===== src/hw/crlc_pkg.sv =====
// package for the comparator reference ladder control block
package crlc_pkg;

  localparam int unsigned CRLC_ADDR_W = 4;
  localparam int unsigned CRLC_DATA_W = 32;

  // register byte addresses
  localparam logic [3:0] CRLC_OFS_CONTROL = 4'h0;
  localparam logic [3:0] CRLC_OFS_STATUS = 4'h4;
  localparam logic [3:0] CRLC_OFS_ENV = 4'h8;

  // control register fields
  localparam int unsigned CRLC_BIT_POWER = 7;
  localparam int unsigned CRLC_BIT_PIN_OE = 6;
  localparam int unsigned CRLC_BIT_RANGE = 5;
  localparam int unsigned CRLC_BIT_SOURCE = 4;
  localparam int unsigned CRLC_TAP_MSB = 3;
  localparam int unsigned CRLC_TAP_LSB = 0;
  localparam logic [7:0] CRLC_CONTROL_RST = 8'h00;

  // environment register fields
  localparam int unsigned CRLC_ENV_MODE_LSB = 0;
  localparam int unsigned CRLC_ENV_MODE_MSB = 2;
  localparam int unsigned CRLC_ENV_DIR_BIT = 3;
  localparam logic [3:0] CRLC_ENV_RST = 4'hF;

  // comparator mode that routes the ladder to both positive inputs
  localparam logic [2:0] CRLC_MODE_FOUR_TO_TWO = 3'h6;

  // level decode: numerator over a common denominator of 96
  localparam logic [6:0] CRLC_LEVEL_DEN = 7'h60;
  localparam logic [2:0] CRLC_LOW_STEP = 3'h4;
  localparam logic [2:0] CRLC_HIGH_STEP = 3'h3;
  localparam logic [6:0] CRLC_HIGH_BASE = 7'h18;

  localparam logic [31:0] CRLC_UNMAPPED_DATA = 32'h0000_0000;

  typedef struct packed {
    logic ladder_power_enable;
    logic ref_pin_output_enable;
    logic ref_range_select;
    logic ladder_source_select;
    logic [3:0] ladder_tap_value;
  } crlc_ctrl_t;

  typedef struct packed {
    logic ladder_power_enable;
    logic ladder_source_select;
    logic [6:0] ladder_output_level;
    logic pin_route;
    logic pin_digital_out_en;
    logic cmp_ref_select;
  } crlc_analog_t;

endpackage


===== src/hw/crlc_top.sv =====
// comparator reference ladder control with its avalon-mm register slave
// Overview of operation
// device reset clears ladder power enable, ladder off
// reset also clears pin output enable, range select and tap bits
// bit 7 powers the ladder on when one, down when zero
// bit 6 routes level to pin, overriding that pin's direction bit
// bit 5 one picks low range, zero picks high range
// bit 4 one uses external reference pins, zero uses supply rails
// bits 3 to 0 hold tap value 0 to 15
// level is tap/24 low range, 1/4 plus tap/32 high range
// wake from sleep leaves the control register unchanged
// reference controls work independent of comparator mode
// software should clear ladder enable before sleep
// reference reaches comparator inputs only in four-to-two mode
// write updates all eight bits next edge, read returns them
`timescale 1ns/1ps
module crlc_top
  import crlc_pkg::*;
(
  input wire logic clk_i,
  input wire logic rstn_i,
  input wire logic [3:0] avs_address_i,
  input wire logic avs_read_i,
  input wire logic avs_write_i,
  input wire logic [31:0] avs_writedata_i,
  input wire logic [3:0] avs_byteenable_i,
  output logic [31:0] avs_readdata_o,
  output logic avs_waitrequest_o,
  output logic avs_readdatavalid_o,
  output crlc_pkg::crlc_analog_t analog_o,
  output logic [7:0] ctrl_o
);

  import crlc_pkg::*;

  crlc_ctrl_t ctrl_q;
  logic [3:0] env_q;
  logic ack_q;
  logic [31:0] rdata_q;
  logic rvalid_q;
  logic [6:0] level;
  logic pin_route_q;
  logic pin_dir_out_q;
  logic cmp_ref_q;
  logic access;
  logic wr_hit;

  // one wait cycle on every access so read data come from a register
  assign access = (avs_read_i || avs_write_i) && !ack_q;
  assign avs_waitrequest_o = (avs_read_i || avs_write_i) && !ack_q;
  assign wr_hit = avs_write_i && ack_q;

  always_ff @(posedge clk_i or negedge rstn_i)
  begin
    if (!rstn_i)
    begin
      ack_q <= 1'b0;
    end
    else
    begin
      ack_q <= access;
    end
  end

  // only reset and bus writes change it; there is no sleep input, so wake cannot disturb it
  always_ff @(posedge clk_i or negedge rstn_i)
  begin
    if (!rstn_i)
    begin
      ctrl_q <= CRLC_CONTROL_RST;
    end
    else if (wr_hit && avs_address_i == CRLC_OFS_CONTROL && avs_byteenable_i[0])
    begin
      ctrl_q <= avs_writedata_i[7:0];
    end
  end

  // comparator mode and pin direction mirrored here by software
  always_ff @(posedge clk_i or negedge rstn_i)
  begin
    if (!rstn_i)
    begin
      env_q <= CRLC_ENV_RST;
    end
    else if (wr_hit && avs_address_i == CRLC_OFS_ENV && avs_byteenable_i[0])
    begin
      env_q <= avs_writedata_i[3:0];
    end
  end

  always_ff @(posedge clk_i or negedge rstn_i)
  begin
    if (!rstn_i)
    begin
      rdata_q <= CRLC_UNMAPPED_DATA;
      rvalid_q <= 1'b0;
    end
    else
    begin
      rvalid_q <= avs_read_i && ack_q;
      if (avs_read_i && !ack_q)
      begin
        case (avs_address_i)
          CRLC_OFS_CONTROL: rdata_q <= {24'h000000, ctrl_q};
          CRLC_OFS_STATUS: rdata_q <= {22'h000000, cmp_ref_q, pin_route_q,
                                       ctrl_q.ladder_power_enable, level};
          CRLC_OFS_ENV: rdata_q <= {28'h0000000, env_q};
          default: rdata_q <= CRLC_UNMAPPED_DATA;
        endcase
      end
    end
  end

  assign avs_readdata_o = rdata_q;
  assign avs_readdatavalid_o = rvalid_q;

  crlc_level_decode u_decode (
    .clk_i(clk_i),
    .rstn_i(rstn_i),
    .range_low_i(ctrl_q.ref_range_select),
    .tap_i(ctrl_q.ladder_tap_value),
    .level_o(level)
  );

  // pin routing and comparator hookup, registered for clean analog switch control
  always_ff @(posedge clk_i or negedge rstn_i)
  begin
    if (!rstn_i)
    begin
      pin_route_q <= 1'b0;
      pin_dir_out_q <= 1'b0;
      cmp_ref_q <= 1'b0;
    end
    else
    begin
      pin_route_q <= ctrl_q.ref_pin_output_enable;
      // digital driver held off while routed, whatever the direction bit says
      pin_dir_out_q <= !env_q[CRLC_ENV_DIR_BIT] && !ctrl_q.ref_pin_output_enable;
      cmp_ref_q <= env_q[CRLC_ENV_MODE_MSB:CRLC_ENV_MODE_LSB] == CRLC_MODE_FOUR_TO_TWO;
    end
  end

  always_comb
  begin
    analog_o.ladder_power_enable = ctrl_q.ladder_power_enable;
    analog_o.ladder_source_select = ctrl_q.ladder_source_select;
    analog_o.ladder_output_level = level;
    analog_o.pin_route = pin_route_q;
    analog_o.pin_digital_out_en = pin_dir_out_q;
    analog_o.cmp_ref_select = cmp_ref_q;
  end

  assign ctrl_o = ctrl_q;

endmodule


===== src/hw/crlc_level_decode.sv =====
// tap decode into a ladder level expressed in 96ths of source span
`timescale 1ns/1ps
module crlc_level_decode
  import crlc_pkg::*;
(
  input wire logic clk_i,
  input wire logic rstn_i,
  input wire logic range_low_i,
  input wire logic [3:0] tap_i,
  output logic [6:0] level_o
);

  logic [6:0] level_d;
  logic [6:0] level_q;

  // low: tap/24 = 4*tap/96; high: 1/4 + tap/32 = (24 + 3*tap)/96
  always_comb
  begin
    if (range_low_i)
    begin
      level_d = 7'(tap_i) * 7'(CRLC_LOW_STEP);
    end
    else
    begin
      // widened before the product: top tap in high range reaches 69, past 4 bits
      level_d = CRLC_HIGH_BASE + 7'(tap_i) * 7'(CRLC_HIGH_STEP);
    end
  end

  always_ff @(posedge clk_i or negedge rstn_i)
  begin
    if (!rstn_i)
    begin
      level_q <= 7'h00;
    end
    else
    begin
      level_q <= level_d;
    end
  end

  assign level_o = level_q;

endmodule


===== config.mk =====
export PLATFORM = sky130hd
export DESIGN_NAME = crlc_top
export DESIGN_NICKNAME = d
export VERILOG_FILES = /design/src/hw/crlc_pkg.sv /design/src/hw/crlc_top.sv /design/src/hw/crlc_level_decode.sv
export SDC_FILE = /design/constraint.sdc
export NUM_CORES = 1
export LEC_CHECK = 0
export BUFFER_PORTS_ARGS = -buffer_cell sky130_fd_sc_hd__buf_2
export CAP_MARGIN = 15
export CORE_ASPECT_RATIO = 0.75
export CORE_MARGIN = 2
export CORE_UTILIZATION = 47
export CTS_CLUSTER_DIAMETER = 40
export DETAILED_ROUTE_END_ITERATION = 10
export GPL_ROUTABILITY_DRIVEN = 0
export HOLD_SLACK_MARGIN = 0.15
export PLACE_DENSITY = 0.84
export SKIP_LAST_GASP = 1
export SLEW_MARGIN = 15
export SYNTH_ARGS = -nofsm -noshare
export SYNTH_HDL_FRONTEND = slang
export SYNTH_SLANG_ARGS = --single-unit
export TNS_END_PERCENT = 50

===== constraint.sdc =====
create_clock -name clk_i -period 4.6 [get_ports clk_i]
set_clock_uncertainty 0.2 [all_clocks]
set_input_delay 0.69 -clock clk_i [delete_from_list [all_inputs] [get_ports clk_i]]
set_output_delay 0.69 -clock clk_i [all_outputs]
set_load 0.01 [all_outputs]

==> impl_metrics.yaml <==
synth:
  synth_area_um2: 1767
  synth_area_leader_cell: "dfrtp_1"
  ys_types: 32
  synth-async-reset-ratio_pct: 100.0
  synth_most_common_cell: "dfrtp_1"
  synth_top_area_share_pct: 42.49
  synth-seq-cells: 34
  ys_seq_area_share_pct: 48.44
  postSynthAreaPerCell_um2: 11.25
  synth_common_cells: "dfrtp_1, buf_4, nand2_1, o21ai_0, inv_1"
  synthCells: 157
  synth_flop_cell: "dfrtp_1"
  synth_edf_count: 0
  synth_warnings: 0
  synth_area_leaders: "dfrtp_1, buf_4, dfstp_2"
floorplan:
  io_pins: 98
  die_w_um: 74.80
  rows: 19
  core_um2: 3637
  dieHeight_um: 57.10
  start_util_pct: 48.57
  dieArea_um2: 4270
cells_and_area:
  multi_input_area_um2: 719.4
  fin_nets: 251
  fillCellCount: 341
  seq_area_um2: 855.8
  diodes: 0
  drive_gt1_share_pct: 35.82
  layout.cells.non_filler: 253
  syn_to_final_growth_pct: 14.09
worst_setup_path:
  crit_path_end_kind: "register"
  worstSetupPathType: "in -> reg"
  start_kind: "primary input"
  crit_required_ns: 4.57
  crit_fanout: 9
  crit_arrival_ns: 2.17
routing:
  dr.pass1.iters: 4
  wl_met2_mm: 1.540
  drc: 0
  drt_wl_total_mm: 3.384
  wl_met3_um: 260
  wire_per_inst_um: 13.38
  drtIter0Drc: 76
  top_layer: "met4"
  vias: 1196
  wl_met1_mm: 1.561
  avgViaCountPerCell: 4.727
  antenna_left: 0
clock_tree:
  cts_resized: 0
  cts_buffers: 5
  cts_tree: "done"
  cts_hold_buf: 0
  clockBufferDepth: 2
  clock-root-buffer: "clkbuf_8"
  cts_setup_buffers: 0
  cts_sinks: 34
  htreeDepth: 2
  clk_latency_ns: 0.28
  cts.reportedPaths.clkPinSlew_ns: 0.07
pwr:
  p_per_area_nw_per_um2: 416.3
  peakVddDrop_v: 0.0002788
  p_total_uw: 839.1
  leakagePower_uw: 0.001023
placement:
  dpl.cell_count: 245
  hpwlAfterDp_mm: 2.544
  port_buffers: 48
global_routing:
  track_usage_pct: 17.06
  grt_pass1_vias: 1108
  grt_pass1_wl_mm: 5.319
  grt_max_degree: 35
  antenna_found_initial: 0
  grt-ovfl-total: 0
timing:
  rsz0062_at_grt: "no"
  min_period_ns: 2.205
  hold_viol: 0
  slew_headroom_pct: 50.09
  setup_tns_ns: 0
  finalMaxSlewViolations: 0
  setup_viol: 0
  max_freq_mhz: 453.6
  fin_crit_sh_pct: 47.93
  worst_slew_pin_slew_ns: 0.7486
status:
  outcome: "finished, final reports clean"
min_path:
  hold_class: "reg -> reg"
run:
  max_cap_viol_count: 0
-- flip-flops by register name (all words and copies together) (netlist names) --
signal               cells
ack_q                    1
analog_o                 2
avs_readdata_o          10
avs_readdatavalid_o      1
cmp_ref_q                1
ctrl_o                   6
env_q                    4
pin_dir_out_q            1
pin_route_q              1
u_decode.level_o         7
-- power breakdown --
group / leakage, uW / switching, uW / total (uW) / internal (uW)
combinational: 0.000542 / 101 / 185 / 84.1
clock: 0.0000579 / 104 / 263 / 159
sequential: 0.000423 / 41.2 / 390 / 349
-- kinds of logic (layout without fill, tap and decap cells) --
logic type	count (synthesis)	count (layout)	share of synthesized area, %
flops	34	34	48.44
mux	15	15	10.34
simple gates	38	38	11.33
xor+xnor	2	2	0.9917
buf+inv	40	63	15.30
other cells	1	22	0.2123
compound gates	20	20	7.578
fa+ha+maj	7	7	5.807
-- metrics by stage --
stage	worst slack [ns]	area, um^2	hold WS, ns	utilization (%)
floorplan	2.505	1846	0.1944	-
global placement	2.116	1907	0.2467	52.43
detailed placement	2.081	1907	0.2591	52.43
CTS	2.388	2016	0.2683	55.42
global route	2.327	2016	0.2978	55.42
finish	2.395	2016	0.2624	55.42
-- per-layer routing --
metal  vias to the layer above  track usage, %
met2                        51           25.03
met3                         3           5.300
li1                        572               -
met5                         -               0
met1                       570           24.07
met4                         0           6.122
-- worst paths after layout --
path                       slack (ns)              from  cells after the start             endpoint
max in group asynchronous        3.45            rstn_i                      1          pin_route_q
setup / recovery                 2.40  avs_address_i[2]                      4            ctrl_o[0]
hold / removal                   0.26             ack_q                      1                ack_q
min in group asynchronous        0.27            rstn_i                      1            ctrl_o[1]
hold reg to reg                  0.26             ack_q                      1                ack_q
setup reg to reg                 2.57         ctrl_o[2]                      7  u_decode.level_o[6]
-- cell type report --
cell class              instances  share of cell area [%]
inverters                       7                   1.304
well taps                      52                   3.228
flip-flops and latches         34                   42.46
clock inverters                 3                   1.986
repair buffers                 48                   11.92
clock buffers                   5                   3.414
multi-input cells             104                   35.69
-- cells in the final DEF (no fill, tap or decap), types with 3 or more instances in the layout --
master	Yosys	routed
a222oi_1	3	3
buf_2	0	48
clkbuf_8	0	5
conb_1	1	22
dfrtp_1	30	30
dfstp_2	4	4
ha_1	5	5
inv_1	7	7
mux2_2	6	6
mux2_4	5	5
mux2i_1	4	4
nand2_1	14	14
nand3_1	4	4
nor2_1	6	6
nor2b_1	3	3
o21ai_0	10	10
o31ai_1	4	4
-- worst max-delay path, stage by stage --
cell and delay (ns):
buf_2 0.17, nor4_4 0.45, and2_1 0.51, mux2_4 0.34
No activity file was read; power rests on OpenSTA's default activity.
